==> src/logic/fevro_regs.svh <==
// Purpose: Offsets, fields and constants of the erase-verify/read-once
//          flash sequencer.
// Assumes: Byte-wide registers, one per aligned 32-bit Avalon word.
// Notes:   Byte address is four times the register index.
`ifndef FEVRO_REGS_SVH
`define FEVRO_REGS_SVH
// Register indices
`define FEVRO_IDX_STAT      10'h006
`define FEVRO_IDX_COMMAND_OBJECT_INDEX    10'h002
`define FEVRO_IDX_CCOB0_HI  10'h00c
`define FEVRO_IDX_CCOB0_LO  10'h00d
`define FEVRO_IDX_CCOB1_HI  10'h00e
`define FEVRO_IDX_CCOB1_LO  10'h00f
`define FEVRO_IDX_CCOB2_HI  10'h010
`define FEVRO_IDX_CCOB2_LO  10'h011
`define FEVRO_IDX_CCOB3_HI  10'h012
`define FEVRO_IDX_CCOB3_LO  10'h013
`define FEVRO_IDX_CCOB4_HI  10'h014
`define FEVRO_IDX_CCOB4_LO  10'h015
`define FEVRO_IDX_CCOB5_HI  10'h396
`define FEVRO_IDX_CCOB5_LO  10'h397
`define FEVRO_IDX_IRQ_STAT  10'h020
`define FEVRO_IDX_IRQ_MASK  10'h021
`define FEVRO_IDX_MODE      10'h022
// Status register bits
`define FEVRO_ST_COMMAND_COMPLETE_FLAG       7
`define FEVRO_ST_ACCESS_ERROR_FLAG     5
`define FEVRO_ST_PROTECTION_VIOLATION_FLAG     4
`define FEVRO_ST_MG1        1
`define FEVRO_ST_MG0        0
// Command codes
`define FEVRO_CMD_EVSEC     8'h03
`define FEVRO_CMD_RDONCE    8'h04
`define FEVRO_IX_EVSEC      3'h2
`define FEVRO_IX_RDONCE     3'h1
// Program flash window and read-once field
`define FEVRO_PF_LO         24'hff_c000
`define FEVRO_PF_END        25'h100_0000
`define FEVRO_RO_PHRASES    4'h8
// Configuration field addresses
`define FEVRO_CFG_BDKEY     24'hff_fe00
`define FEVRO_CFG_BDKEY_END 24'hff_fe07
`define FEVRO_CFG_OVKEY     24'hff_fe08
`define FEVRO_CFG_RSVD      24'hff_fe0a
`define FEVRO_CFG_PROGRAM_PROTECTION_BYTE     24'hff_fe0c
`define FEVRO_CFG_EEPROM_PROTECTION_BYTE    24'hff_fe0d
`define FEVRO_CFG_NONVOLATILE_OPTION_BYTE      24'hff_fe0e
`define FEVRO_CFG_SECURITY_BYTE      24'hff_fe0f
`define FEVRO_CFG_RSVD_VAL  8'hff
`define FEVRO_AV_ADDR_W     10
`endif

==> src/logic/fevro_pkg.sv <==
// Purpose: Types of the flash sequencer.
// Assumes: Used by fully qualified names only.
// Notes:   States Gray coded along the usual path.
package fevro_pkg;
  // Sequencer states
  typedef enum logic [1:0]
  {
    FEVRO_IDLE  = 2'b00,
    FEVRO_CHECK = 2'b01,
    FEVRO_RUN   = 2'b11,
    FEVRO_DONE  = 2'b10
  } fevro_state_t;
endpackage

==> src/logic/fevro_seq.sv <==
// Purpose: Erase verify and read once command sequencer, Avalon slave.
// Assumes: Flash array is read through a one-cycle-latency phrase port.
// Notes:   Every access answers after one wait cycle.
`timescale 1ns/1ps
`include "fevro_regs.svh"
module fevro_seq
(
  input  wire logic        clk,
  input  wire logic        rst,
  input  wire logic [9:0]  avs_address,
  input  wire logic        avs_read,
  input  wire logic        avs_write,
  input  wire logic [31:0] avs_writedata,
  input  wire logic [3:0]  avs_byteenable,
  output logic      [31:0] avs_readdata,
  output logic             avs_waitrequest,
  output logic      [23:0] fl_addr,
  output logic             fl_rd,
  output logic             fl_ro_sel,
  input  wire logic [63:0] fl_data,
  input  wire logic        fl_err_cor,
  input  wire logic        fl_err_unc,
  output logic             irq
);
  // Flash inputs come from the array on this clock, no synchroniser
  fevro_pkg::fevro_state_t state_reg;
  logic [2:0]  ix_reg;           // Command object index
  logic [15:0] obj_reg [0:5];    // Command object words
  logic        command_complete_flag_reg;         // Command complete
  logic        access_error_flag_reg;       // Access error
  logic        mg1_reg;          // Status bit high
  logic        mg0_reg;          // Status bit low
  logic [1:0]  mode_reg;         // Operating mode, 0 allows all
  logic [1:0]  irq_stat_reg;     // Sticky: done, error
  logic [1:0]  irq_mask_reg;     // Interrupt mask
  logic        ack_reg;          // Single wait cycle per access
  logic [24:0] cur_reg;          // Current verify address
  logic [15:0] left_reg;         // Phrases left
  logic        rd_pend_reg;      // Flash read outstanding
  logic [31:0] rdata_next;
  logic        wr_ok;
  logic        launch;
  logic        bad;
  logic        done_ev;
  logic        is_ev;
  logic        is_ro;
  logic [24:0] start_a;
  logic [24:0] end_a;
  wire  [7:0]  wb = avs_writedata[7:0];

  // Bus handshake
  // Accept exactly one bus cycle after a request, then release
  // One fixed wait cycle keeps read data registered and timing simple;
  // the cost is two cycles per access even for plain register reads
  always_ff @(posedge clk or posedge rst)
  begin
    if (rst)
      ack_reg <= 1'b0;
    else
      ack_reg <= (avs_read | avs_write) & ~ack_reg;
  end
  assign avs_waitrequest = (avs_read | avs_write) & ~ack_reg;
  assign wr_ok = avs_write & ack_reg & avs_byteenable[0];

  // Launch: write one to the completion bit clears it
  // launch on clear
  assign launch = wr_ok && avs_address == `FEVRO_IDX_STAT
                  && wb[`FEVRO_ST_COMMAND_COMPLETE_FLAG] && command_complete_flag_reg;

  // Command decode and parameter check
  // All checks run in one cycle on the loaded object words, so the
  // access error is known before any flash read is issued
  // Unknown command codes are refused like a bad parameter
  assign is_ev   = obj_reg[0][15:8] == `FEVRO_CMD_EVSEC;
  assign is_ro   = obj_reg[0][15:8] == `FEVRO_CMD_RDONCE;
  assign start_a = {1'b0, obj_reg[0][7:0], obj_reg[1]};
  assign end_a   = start_a + {6'h00, obj_reg[2], 3'h0};
  always_comb
  begin
    bad = 1'b0;
    if (is_ev)
    begin
      if (ix_reg != `FEVRO_IX_EVSEC) bad = 1'b1;
      if (mode_reg != 2'h0) bad = 1'b1;
      if (start_a < {1'b0, `FEVRO_PF_LO}) bad = 1'b1;
      if (start_a[2:0] != 3'h0) bad = 1'b1;
      if (end_a > `FEVRO_PF_END) bad = 1'b1;
    end
    else if (is_ro)
    begin
      if (ix_reg != `FEVRO_IX_RDONCE) bad = 1'b1;
      if (obj_reg[1] >= {12'h000, `FEVRO_RO_PHRASES}) bad = 1'b1;
    end
    else
      bad = 1'b1;
  end

  // Sequencer
  // Idle waits for a launch, check latches the start point, run walks
  // the phrases, done lasts one cycle and raises the completion flag
  // A refused command goes straight from check to done
  always_ff @(posedge clk or posedge rst)
  begin
    if (rst)
    begin
      state_reg   <= fevro_pkg::FEVRO_IDLE;
      cur_reg     <= 25'h0;
      left_reg    <= 16'h0;
      rd_pend_reg <= 1'b0;
    end
    else
    begin
      unique case (state_reg)
        fevro_pkg::FEVRO_IDLE:
          if (launch)
            state_reg <= fevro_pkg::FEVRO_CHECK;
        fevro_pkg::FEVRO_CHECK:
        begin
          cur_reg     <= start_a;
          left_reg    <= is_ro ? 16'h1 : obj_reg[2];
          rd_pend_reg <= 1'b0;
          state_reg   <= bad ? fevro_pkg::FEVRO_DONE
                             : fevro_pkg::FEVRO_RUN;
        end
        fevro_pkg::FEVRO_RUN:
        begin
          // One phrase per two cycles: issue, then check
          if (left_reg == 16'h0)
            state_reg <= fevro_pkg::FEVRO_DONE;
          else if (!rd_pend_reg)
            rd_pend_reg <= 1'b1;
          else
          begin
            rd_pend_reg <= 1'b0;
            left_reg    <= left_reg - 16'h1;
            cur_reg     <= cur_reg + 25'h8;
          end
        end
        fevro_pkg::FEVRO_DONE:
          state_reg <= fevro_pkg::FEVRO_IDLE;
      endcase
    end
  end
  assign done_ev = state_reg == fevro_pkg::FEVRO_DONE;

  // Flash read port
  // read once selects the 8-phrase info field
  assign fl_rd     = state_reg == fevro_pkg::FEVRO_RUN && left_reg != 16'h0
                     && !rd_pend_reg;
  assign fl_ro_sel = is_ro;
  assign fl_addr   = is_ro ? {18'h0, obj_reg[1][2:0], 3'h0} : cur_reg[23:0];

  // Status flags
  // Launch clears the status bits so each command reports afresh;
  // the access error stays until software writes one to it
  always_ff @(posedge clk or posedge rst)
  begin
    if (rst)
    begin
      command_complete_flag_reg   <= 1'b1;
      access_error_flag_reg <= 1'b0;
      mg1_reg    <= 1'b0;
      mg0_reg    <= 1'b0;
    end
    else if (launch)
    begin
      command_complete_flag_reg <= 1'b0;
      mg1_reg  <= 1'b0;
      mg0_reg  <= 1'b0;
    end
    else
    begin
      if (done_ev)
        command_complete_flag_reg <= 1'b1;
      if (state_reg == fevro_pkg::FEVRO_CHECK && bad)
        access_error_flag_reg <= 1'b1;
      else if (wr_ok && avs_address == `FEVRO_IDX_STAT
               && wb[`FEVRO_ST_ACCESS_ERROR_FLAG])
        access_error_flag_reg <= 1'b0;
      if (state_reg == fevro_pkg::FEVRO_RUN && rd_pend_reg && is_ev)
      begin
        if (fl_err_cor || fl_err_unc || fl_data != 64'hffff_ffff_ffff_ffff)
          mg1_reg <= 1'b1;
        if (fl_err_unc || fl_data != 64'hffff_ffff_ffff_ffff)
          mg0_reg <= 1'b1;
      end
      else if (state_reg == fevro_pkg::FEVRO_RUN && rd_pend_reg)
      begin
        if (fl_err_cor || fl_err_unc) mg1_reg <= 1'b1;
        if (fl_err_unc) mg0_reg <= 1'b1;
      end
    end
  end

  // Command object registers and index
  // Writes are dropped while busy so a running command keeps its
  // parameters even if software misbehaves
  // object words hold code, address, count
  always_ff @(posedge clk or posedge rst)
  begin
    if (rst)
    begin
      ix_reg   <= 3'h0;
      mode_reg <= 2'h0;
      for (int i = 0; i < 6; i++)
        obj_reg[i] <= 16'h0;
    end
    else
    begin
      if (wr_ok && command_complete_flag_reg)
      begin
        if (avs_address == `FEVRO_IDX_COMMAND_OBJECT_INDEX) ix_reg <= wb[2:0];
        if (avs_address == `FEVRO_IDX_MODE) mode_reg <= wb[1:0];
        unique case (avs_address)
          `FEVRO_IDX_CCOB0_HI: obj_reg[0][15:8] <= wb;
          `FEVRO_IDX_CCOB0_LO: obj_reg[0][7:0]  <= wb;
          `FEVRO_IDX_CCOB1_HI: obj_reg[1][15:8] <= wb;
          `FEVRO_IDX_CCOB1_LO: obj_reg[1][7:0]  <= wb;
          `FEVRO_IDX_CCOB2_HI: obj_reg[2][15:8] <= wb;
          `FEVRO_IDX_CCOB2_LO: obj_reg[2][7:0]  <= wb;
          `FEVRO_IDX_CCOB3_HI: obj_reg[3][15:8] <= wb;
          `FEVRO_IDX_CCOB3_LO: obj_reg[3][7:0]  <= wb;
          `FEVRO_IDX_CCOB4_HI: obj_reg[4][15:8] <= wb;
          `FEVRO_IDX_CCOB4_LO: obj_reg[4][7:0]  <= wb;
          `FEVRO_IDX_CCOB5_HI: obj_reg[5][15:8] <= wb;
          `FEVRO_IDX_CCOB5_LO: obj_reg[5][7:0]  <= wb;
          default: ;
        endcase
      end
      // return first word of phrase in word 2
      if (state_reg == fevro_pkg::FEVRO_RUN && rd_pend_reg && is_ro)
        obj_reg[2] <= fl_data[63:48];
    end
  end

  // Interrupt status: set wins over write-one clear
  always_ff @(posedge clk or posedge rst)
  begin
    if (rst)
    begin
      irq_stat_reg <= 2'h0;
      irq_mask_reg <= 2'h0;
    end
    else
    begin
      irq_stat_reg[0] <= done_ev | (irq_stat_reg[0] & ~(wr_ok
                         && avs_address == `FEVRO_IDX_IRQ_STAT && wb[0]));
      irq_stat_reg[1] <= (done_ev & access_error_flag_reg) | (irq_stat_reg[1] &
                         ~(wr_ok && avs_address == `FEVRO_IDX_IRQ_STAT
                         && wb[1]));
      if (wr_ok && avs_address == `FEVRO_IDX_IRQ_MASK)
        irq_mask_reg <= wb[1:0];
    end
  end
  assign irq = |(irq_stat_reg & irq_mask_reg);

  // Read mux; unmapped reads return zero
  always_comb
  begin
    rdata_next = 32'h0;
    unique case (avs_address)
      `FEVRO_IDX_STAT:     rdata_next[7:0] = {command_complete_flag_reg, 1'b0, access_error_flag_reg,
                                              3'h0, mg1_reg, mg0_reg};
      `FEVRO_IDX_COMMAND_OBJECT_INDEX:   rdata_next[2:0] = ix_reg;
      `FEVRO_IDX_MODE:     rdata_next[1:0] = mode_reg;
      `FEVRO_IDX_IRQ_STAT: rdata_next[1:0] = irq_stat_reg;
      `FEVRO_IDX_IRQ_MASK: rdata_next[1:0] = irq_mask_reg;
      `FEVRO_IDX_CCOB0_HI: rdata_next[7:0] = obj_reg[0][15:8];
      `FEVRO_IDX_CCOB0_LO: rdata_next[7:0] = obj_reg[0][7:0];
      `FEVRO_IDX_CCOB1_HI: rdata_next[7:0] = obj_reg[1][15:8];
      `FEVRO_IDX_CCOB1_LO: rdata_next[7:0] = obj_reg[1][7:0];
      `FEVRO_IDX_CCOB2_HI: rdata_next[7:0] = obj_reg[2][15:8];
      `FEVRO_IDX_CCOB2_LO: rdata_next[7:0] = obj_reg[2][7:0];
      `FEVRO_IDX_CCOB3_HI: rdata_next[7:0] = obj_reg[3][15:8];
      `FEVRO_IDX_CCOB3_LO: rdata_next[7:0] = obj_reg[3][7:0];
      `FEVRO_IDX_CCOB4_HI: rdata_next[7:0] = obj_reg[4][15:8];
      `FEVRO_IDX_CCOB4_LO: rdata_next[7:0] = obj_reg[4][7:0];
      `FEVRO_IDX_CCOB5_HI: rdata_next[7:0] = obj_reg[5][15:8];
      `FEVRO_IDX_CCOB5_LO: rdata_next[7:0] = obj_reg[5][7:0];
      default: rdata_next = 32'h0;
    endcase
  end

  // Read data registered during the wait cycle
  always_ff @(posedge clk or posedge rst)
  begin
    if (rst)
      avs_readdata <= 32'h0;
    else
      avs_readdata <= rdata_next;
  end

  // key field bounds kept in constants; no extra logic needed
  // option bytes located by constants
  // Assertions
  a_launch_clears: assert property (@(posedge clk) disable iff (rst)
    launch |=> !command_complete_flag_reg) else $error("launch did not clear flag");
  a_done_sets: assert property (@(posedge clk) disable iff (rst)
    done_ev |=> command_complete_flag_reg) else $error("done did not set flag");
  a_busy_ignored: assert property (@(posedge clk) disable iff (rst)
    wr_ok && !command_complete_flag_reg && is_ev && avs_address == `FEVRO_IDX_CCOB2_LO
    |=> $stable(obj_reg[2][7:0])) else $error("object write while busy");
  a_bad_index: assert property (@(posedge clk) disable iff (rst)
    state_reg == fevro_pkg::FEVRO_CHECK && is_ev && ix_reg != 3'h2
    |=> access_error_flag_reg && state_reg == fevro_pkg::FEVRO_DONE)
    else $error("index error not flagged");
  a_unaligned: assert property (@(posedge clk) disable iff (rst)
    state_reg == fevro_pkg::FEVRO_CHECK && is_ev && start_a[2:0] != 3'h0
    |=> access_error_flag_reg) else $error("misalignment not flagged");
  a_mode_err: assert property (@(posedge clk) disable iff (rst)
    state_reg == fevro_pkg::FEVRO_CHECK && is_ev && mode_reg != 2'h0
    |=> access_error_flag_reg) else $error("mode error not flagged");
  a_mg0_implies: assert property (@(posedge clk) disable iff (rst)
    $rose(mg0_reg) |-> mg1_reg) else $error("low bit without high");
  a_blank_fail: assert property (@(posedge clk) disable iff (rst)
    state_reg == fevro_pkg::FEVRO_RUN && rd_pend_reg && is_ev
    && fl_data != 64'hffff_ffff_ffff_ffff |=> mg1_reg && mg0_reg)
    else $error("blank fail not flagged");
  a_cor_only: assert property (@(posedge clk) disable iff (rst)
    state_reg == fevro_pkg::FEVRO_RUN && rd_pend_reg && fl_err_cor
    |=> mg1_reg) else $error("read error not flagged");
  a_wait_one: assert property (@(posedge clk) disable iff (rst)
    avs_read && avs_waitrequest |=> !avs_waitrequest)
    else $error("wait longer than one cycle");
  c_ev_run: cover property (@(posedge clk) disable iff (rst)
    state_reg == fevro_pkg::FEVRO_RUN && is_ev);
  c_ro_run: cover property (@(posedge clk) disable iff (rst)
    state_reg == fevro_pkg::FEVRO_RUN && is_ro);
  c_err: cover property (@(posedge clk) disable iff (rst) $rose(access_error_flag_reg));
  c_irq: cover property (@(posedge clk) disable iff (rst) $rose(irq));
endmodule // fevro_seq

==> config.mk <==
export PLATFORM = sky130hd
export DESIGN_NAME = fevro_seq
export DESIGN_NICKNAME = d
export VERILOG_FILES = /design/src/logic/fevro_pkg.sv /design/src/logic/fevro_seq.sv
export VERILOG_INCLUDE_DIRS = /design/src /design/src/logic
export SDC_FILE = /design/constraint.sdc
export NUM_CORES = 1
export LEC_CHECK = 0
export ABC_AREA = 1
export BUFFER_PORTS_ARGS = -buffer_cell sky130_fd_sc_hd__clkbuf_2
export CORE_MARGIN = 2
export CORE_UTILIZATION = 61
export DETAILED_ROUTE_END_ITERATION = 16
export PLACE_DENSITY_LB_ADDON = 0.25
export SLEW_MARGIN = 5
export SYNTH_ARGS = -nofsm -noshare
export SYNTH_HDL_FRONTEND = slang
export SYNTH_SLANG_ARGS = --single-unit
==> constraint.sdc <==
create_clock -name clk -period 9.8 [get_ports clk]
set_clock_uncertainty 0.2 [all_clocks]
set_input_delay 0.49 -clock clk [delete_from_list [all_inputs] [get_ports clk]]
set_output_delay 0.49 -clock clk [all_outputs]
set_load 0.02 [all_outputs]
==> Yosys cells after proc, flatten, opt, wreduce, memory -nomap -nowiden <==
Index checks and enable logic that the tools add are counted.
{ "classes": {"n_addsub": 3, "magnitude_cmp": 3, "eq_ne": 31, "n_mux": 51, "bitwise_logic": 14, "n_reduce_logical": 54} }
{ "ops": {"columns": ["op", "n"], "rows": [
  ["5-bit case mux with 13 select lines", 1],
  ["16-bit two-way mux", 4],
  ["64-bit two-way mux", 1],
  ["8-bit two-way mux", 8],
  ["64-bit != test, second input constant", 1],
  ["10-bit by 5-bit equality test with 1-bit output, second input constant", 6],
  ["25-bit two-way mux", 2],
  ["25-bit case mux with 2 select lines", 1],
  ["10-bit by 4-bit equality test with 1-bit output, second input constant", 4],
  ["2-bit case mux with 17 select lines", 1],
  ["2-bit AND reduction", 17],
  ["16-bit case mux with 2 select lines", 1],
  ["10-bit by 6-bit equality test with 1-bit output, second input constant", 3],
  ["1-bit two-way mux", 26],
  ["24-bit by 19-bit adder with 25-bit output", 1],
  ["25-bit by 4-bit adder with 25-bit output, second input constant", 1],
  ["25-bit > comparator, second input constant", 1],
  ["24-bit < comparator, second input constant", 1],
  ["24-bit two-way mux", 1],
  ["10-bit equality test, second input constant", 2],
  ["16-bit by 4-bit >= comparator with 1-bit output, second input constant", 1],
  ["16-bit zero test", 1],
  ["16-bit nonzero test", 1],
  ["16-bit by 1-bit subtractor with 16-bit output, second input constant", 1],
  ["other kinds (25)", 69]
]} }
{ "totals": {"regBits": 162, "out_inout_bits": 60} }

==> Longest topological paths before layout <==
Gate-level depths: netlist of the first run.
{ "depth": {"word_depth": 10, "mapped_depth": 21} }

==> Worst setup path after synthesis of the first run <==
No wires, ideal clock.
{ "synth_timing": {"path_kind": "register to register", "from": "reg obj_reg[67] (netlist name)", "to": "reg access_error_flag_reg", "t_arrival_ps": 2049, "required_time_ps": 9472, "slack_ps": 7424, "path_stages_with_launch": 19, "n_path_buf": 0, "period_less_slack_ps": 2376, "path_cell_list": "dfrtp_1 -> ha_1 -> inv_1 -> fa_1 -> inv_1 -> nand2_1 -> nand2_1 -> nand2_1 -> nor2_1 -> nor2_1 -> xnor2_1 -> nor2_1 -> nand2_1 -> nor2_1 -> nand3_1 -> nand2_1 -> nand2_1 -> nand4_1 -> nand2_1"} }
{ "synth_between": {"elab_chain_len": 8} }
{ "synth_lines": {"columns": ["element", "line", "text"], "rows": [
  ["from (decl)", "fevro_seq.sv:28", "logic [15:0] obj_reg [0:5];"],
  ["branches (longest 4 deep; another with 24-bit by 19-bit adder with 25-bit output)", null, null],
  ["1-bit two-way mux *", "fevro_seq.sv:81", "if (is_ev)"],
  ["1-bit logical AND *", "fevro_seq.sv:175", "if (state_reg == fevro_pkg::FEVRO_CHECK && bad)"],
  ["2-bit nonzero test (no line)", null, null],
  ["2-bit AND reduction (no line)", null, null],
  ["to (signal assigned)", "fevro_seq.sv:161", "access_error_flag_reg <= 1'b0;"],
  ["to (signal assigned)", "fevro_seq.sv:176", "access_error_flag_reg <= 1'b1;"],
  ["to (signal assigned)", "fevro_seq.sv:179", "access_error_flag_reg <= 1'b0;"],
  ["to (decl)", "fevro_seq.sv:30", "logic access_error_flag_reg;"]
]} }
Mark *: on every way between the ends.
A chain may end at the register's enable or synchronous reset.

==> Worst setup path after layout of the first run <==
{ "layout_timing": {"from": "reg obj_reg[92] (netlist name)", "to": "out fl_ro_sel"} }
{ "layout_between": {"elab_chain_len": 1} }
{ "layout_lines": {"columns": ["element", "line", "text"], "rows": [
  ["8-bit by 3-bit equality test with 1-bit output (no line)", null, null],
  ["to (decl)", "fevro_seq.sv:19", "output logic fl_ro_sel,"]
]} }
Every way passes these cells.

==> metrics.txt, run 1 <==
Die Width=131 um; Slew Limit Fails=0; max reg flops=96; Synth area leaders=dfrtp_1, nand2_1, o21ai_0; vias in the first global route=9337; Nets=1574; largest family of logic cells by synthesized area=simple AND/OR/NAND/NOR gates; Compound-Gate Fraction of Synth Area=16.4%; Ys Warns=0; sequential area share after synthesis=40.7%; Detail Placement HPWL=21800 um; fin crit share=36.9%; Iteration-0 DRC Markers=1174; max_slew headroom=24.6%; Crit path max-delay family=buffers and inverters; clock period minus worst slack=3.61 ns; share of cells above drive strength 1=15.3%; critical-path maximum fanout=23; die area=17300 um2; CP cell instances=nor4_2 -> nand2_1 -> inv_1 -> clkbuf_2; worst vdd ir=0.137 mV; Initial Util=62.3%; worst skew pair latency=0.44 ns; CTS max path bufs=2; Antenna Violating Nets Remaining=0; Worst path slowest cell=inv_1; Synth top area share=40.4%; Final setup viols=0; cts repair resizes=0; CP endpoint kind=primary output; Sum Neg Setup Slack=0 ns; row cnt=46; wirelength, routed=29900 um; clock buffer count from CTS=17; synthesized-area fraction occupied by and/or/nand/nor cells=27.8%; critical path arrival=2.92 ns; Layout area overhead=12.5%; crit path kind=flop to primary output; DR pass1 iterations=6; fin util=70.1%; average wire per standard cell=17.9 um; IO Pins=176; power density over cell area=130 nW/um2; Setup Fix Bufs, Post-CTS=0; initial antenna violation count=0; core box area=15900 um2; CTS root buf=clkbuf_16; Avg Cell Area, Syn=7.45 um2; xor and xnor area share after synthesis=2.21%; hold crit path type=input pin to asynchronous set/reset pin; final-report hold violation count=0; Synth Area in Adders=2.48%; Yosys reg bits=161; synthesized instance count=1330; vias per std cell=5.82; fraction of synthesized area in multiplexers=0%; first-pass GRT wire length=48100 um; hold buffer count at CTS=0; vias=9700; gr usage total=35.3%; number of port buffers=124; CTS clk-pin slew, worst paths=0.07 ns; H-tree depth=4; outcome=completed; CP Buf/Inv Count=2; post-synthesis cell type count=58; Worst path max stage delay=0.77 ns; Leakage=5.37 nW; RSZ-0062 raised after global routing=false; clk sink count=161; CTS tree=built; Worst setup SP type=flop; top cell type by total area after synthesis=dfrtp_1; die height=131 um; mapped cell area=9900 um2; slew at the pin with the worst max-slew slack=1.13 ns; pin count of the biggest net entering global routing=92; Residual DRC=0; worst path required time=9.11 ns; max_cap viols=0; Achievable Freq=277 MHz; # diodes=0; GPL Wtd Cong=0.989; GR Overflow Total=0
-- where the power goes --
| group | switching, mW | internal [mW] |
|---|---|---|
| Combinational | 0.0665 | 0.0273 |
| Sequential | 0.00584 | 0.670 |
| Clock | 0.307 | 0.370 |
-- layout by cell type, fill, tap and decap left out, drive strengths merged, types with 2 or more instances in the layout --
master,n
clkinvlp,2
o22ai,10
inv,183
buf,4
a22o,7
a211oi,2
o221ai,2
o21bai,2
nand2,355
nand4,31
nand3,76
o211ai,22
nor4,15
and2,3
a21oi,27
xnor2,3
a31oi,9
a221oi,14
xor2,22
clkbuf,142
a32o,5
or2,5
nor2,109
o21ai,156
ha,18
nor3,28
conb,24
clkinv,3
dfrtp,160
-- synthesized netlist by cell type, drive strengths merged --
master and n:
o311ai 1, a32o 5, o2111ai 1, clkbuf 27, or3 1, nand3b 1, o221ai 2, o22ai 10
nand3 76, a41oi 1, dfstp 1, a21oi 27, fa 1, a221oi 14, o21ai 156, xnor2 3
a32oi 1, dfrtp 160, xor2 22, a22oi 1, a31oi 9, conb 1, a211oi 2, o41ai 1
ha 18, nor3b 1, nor4 15, clkinv 2, and2 3, o21bai 2, o211ai 22, buf 34
o31ai 1, nor3 28, or2 5, nor2 109, a22o 7, nand4 31, nand2 355, inv 173
-- cell type report --
type / count / area, um2
clock buffer: 18 / 439
clock inverter: 14 / 159
fill: 1368 / 4740
inverter: 175 / 662
multi-input combinational: 956 / 4930
sequential: 161 / 4030
tap: 216 / 270
timing repair buffer: 128 / 651
-- through the flow --
stage	total power, mW	hold slack (ns)	cells	cell area, um2	setup WS [ns]
final	1.45	0.0110	1668	11100	6.19
after global routing	1.49	0.0784	1668	11100	5.98
after CTS	1.45	0.0470	1668	11100	6.22
after detailed placement	0.780	0.232	1636	10500	6.56
after global placement	0.779	0.223	1636	10500	6.60
after floorplan	0.749	0.253	1353	9990	4.76
-- per-layer routing --
layer	track usage, %	vias to the layer above	routed length [um]
li1	-	4598	-
met1	46.1	4487	11900
met2	56.6	497	13900
met3	6.94	118	2680
met4	17.1	0	1460
met5	0	-	0
-- path summary, 6_finish.rpt --
| check | slack, ns | endpoint | cells past startpoint | start |
|---|---|---|---|---|
| max reg2reg | 6.52 | cur_reg[10] | 10 | state_reg[1] |
| min in group clk | 0.10 | ack_reg | 3 | avs_read |
| max | 6.19 | fl_ro_sel | 4 | obj_reg[92] |
| min | 0.01 | obj_reg[63] | 2 | rst |
| min reg2reg | 0.25 | state_reg[1] | 0 | state_reg[0] |
| max in group asynchronous | 7.99 | obj_reg[15] | 3 | rst |
-- logic make-up after synthesis --
group | Yosys count
other | 1
AOI/OAI and AO/OA | 263
adders and majority gates | 19
and+or+nand+nor | 625
xor gates and xnor gates | 25
DFF | 161
buffers and inverters | 236
Note: power is estimated with default switching activity, not from simulation.
==> run 2, diff against run 1 <==
--- a/config.mk
+++ b/config.mk
@@ -9,7 +9,7 @@
 export ABC_AREA = 1
 export BUFFER_PORTS_ARGS = -buffer_cell sky130_fd_sc_hd__clkbuf_2
 export CORE_MARGIN = 2
-export CORE_UTILIZATION = 61
+export CORE_UTILIZATION = 57
 export DETAILED_ROUTE_END_ITERATION = 16
 export PLACE_DENSITY_LB_ADDON = 0.25
 export SLEW_MARGIN = 5
==> constraint.sdc (replaced) <==
create_clock -name clk -period 3.57 [get_ports clk]
set_clock_uncertainty 0.2 [all_clocks]
set_input_delay 0.1785 -clock clk [delete_from_list [all_inputs] [get_ports clk]]
set_output_delay 0.1785 -clock clk [all_outputs]
set_load 0.02 [all_outputs]
==> metrics.txt, run 2 (synthesized netlist as in run 1, its figures left out) <==
Leakage=5.65 nW; CTS clk-pin slew, worst paths=0.07 ns; final-report hold violation count=0; die area=18400 um2; max_cap viols=0; DR pass1 iterations=6; Final Cell Area=11700 um2; clock period minus worst slack=3.17 ns; critical path arrival=3.30 ns; CTS tree=built; gr usage total=34.5%; Worst setup SP type=flop; Slew Limit Fails=0; Post-Place Cell Area=10600 um2; max reg flops=96; Initial Util=57.9%; cell internal pwr=3.10 mW; commonest cells after routing, fill and taps aside=nand2_1, dfrtp_1, inv_1, o21ai_0, clkbuf_2; Die Width=136 um; Antenna Violating Nets Remaining=0; Detail Placement HPWL=22000 um; hold crit path type=input pin to asynchronous set/reset pin; Worst Setup SP=obj_reg[92]; Iteration-0 DRC Markers=1072; row cnt=48; clock buffer count from CTS=17; combinational share of power=6.9%; fin crit share=88.7%; number of port buffers=124; power density over cell area=355 nW/um2; Achievable Freq=316 MHz; worst r2r src=obj_reg[92]; vias=9888; IO Pins=176; outcome=completed; H-tree depth=4; CTS root buf=clkbuf_16; pin count of the biggest net entering global routing=85; Sum Neg Setup Slack=0 ns; slew at the pin with the worst max-slew slack=0.805 ns; worst path required time=3.70 ns; CTS max path bufs=2; vias per std cell=5.73; Layout area overhead=18.0%; initial antenna violation count=0; part of the power in the clock network=48.3%; Final setup viols=0; GPL Wtd Cong=0.966; wirelength, routed=30800 um; clk sink count=161; CP endpoint kind=flop; switch share=25.2%; share of cells above drive strength 1=15.4%; average wire per standard cell=17.8 um; first-pass GRT wire length=48600 um; RSZ-0062 raised after global routing=false; most common cell after layout, fill and taps aside=nand2_1; core box area=17100 um2; GR Overflow Total=0; worst skew pair latency=0.45 ns; max_slew headroom=45.9%; Residual DRC=0; Flop pwr share=44.7%; switching power total=1.04 mW; worst vdd ir=0.379 mV; cts repair resizes=0; Nets=1624; critical-path maximum fanout=17; R2R depth=8; die height=136 um; crit path kind=flop to flop; # diodes=0; vias in the first global route=9254
[run 2: changes by cell type in the layout (fill, tap and decap cells not counted), moves of 2 or more]
cell,before,now
dlygate4sd3_1,0,41
buf_4,4,12
bufinv_16,1,3
clkinv_4,0,2
inv_6,7,5
[run 2: worst max-delay path: stages (launching register included)]
cell,delay [ns]
dfrtp_1,0.42
nor4_2,0.43
nand2_1,0.47
nor2_2,0.21
buf_4,0.26
a21oi_1,0.20
nand2_1,0.12
o211ai_1,0.12
dlygate4sd3_1,0.61
[run 2: layout make-up]
cell class              count  area (um2)
fillers                  1449        5430
multi-input cells         956        4930
flip-flops and latches    161        4030
repair buffers            178        1140
inverters                 175         661
clock buffers              19         453
well taps                 225         282
clock inverters            13         185
[run 2: worst paths after layout]
check                                   to  slack [ns]
setup / recovery               obj_reg[52]        0.40
hold / removal                 obj_reg[53]       0.005
setup reg to reg               obj_reg[52]        0.40
hold reg to reg                    ack_reg        0.24
max in group asynchronous       cur_reg[4]        2.42
min in group clk           irq_stat_reg[0]        0.04
[run 2: per-layer routing]
| layer | share of wire (%) | GRT usage, % | up-vias |
|---|---|---|---|
| met4 | 4.0 | 15.7 | 0 |
| met1 | 42 | 46.3 | 4645 |
| met5 | 0 | 0 | - |
| met3 | 7.6 | 6.19 | 98 |
| met2 | 46 | 54.7 | 441 |
| li1 | - | - | 4704 |
[run 2: timing repair]
item | in CTS | in global routing
hold buffers | 41 | 0
hold endpoints to repair | 181 | 0
setup buffers | 0 | 0
[run 2: power by group through the flow]
stage                     clock [mW]  combinational [mW]  sequential (mW)
after floorplan                    0               0.172             1.88
after global placement             0               0.256             1.89
after detailed placement           0               0.259             1.89
after CTS                       2.00               0.283             1.85
after global routing            2.07               0.318             1.85
final                           2.00               0.288             1.85
[run 2: stage by stage]
stage / hold WS (ns) / std cells / total power [mW] / util (%) / worst slack (ns)
finish: 0.00505 / 1727 / 4.14 / 68.3 / 0.404
floorplan: 0.116 / 1353 / 2.06 / - / 1.15
global placement: -0.0652 / 1654 / 2.14 / 62.1 / 0.715
CTS: 0.00714 / 1727 / 4.13 / 68.3 / 0.569
global route: 0.0299 / 1727 / 4.24 / 68.3 / 0.343
detailed placement: -0.0586 / 1654 / 2.15 / 62.1 / 0.658
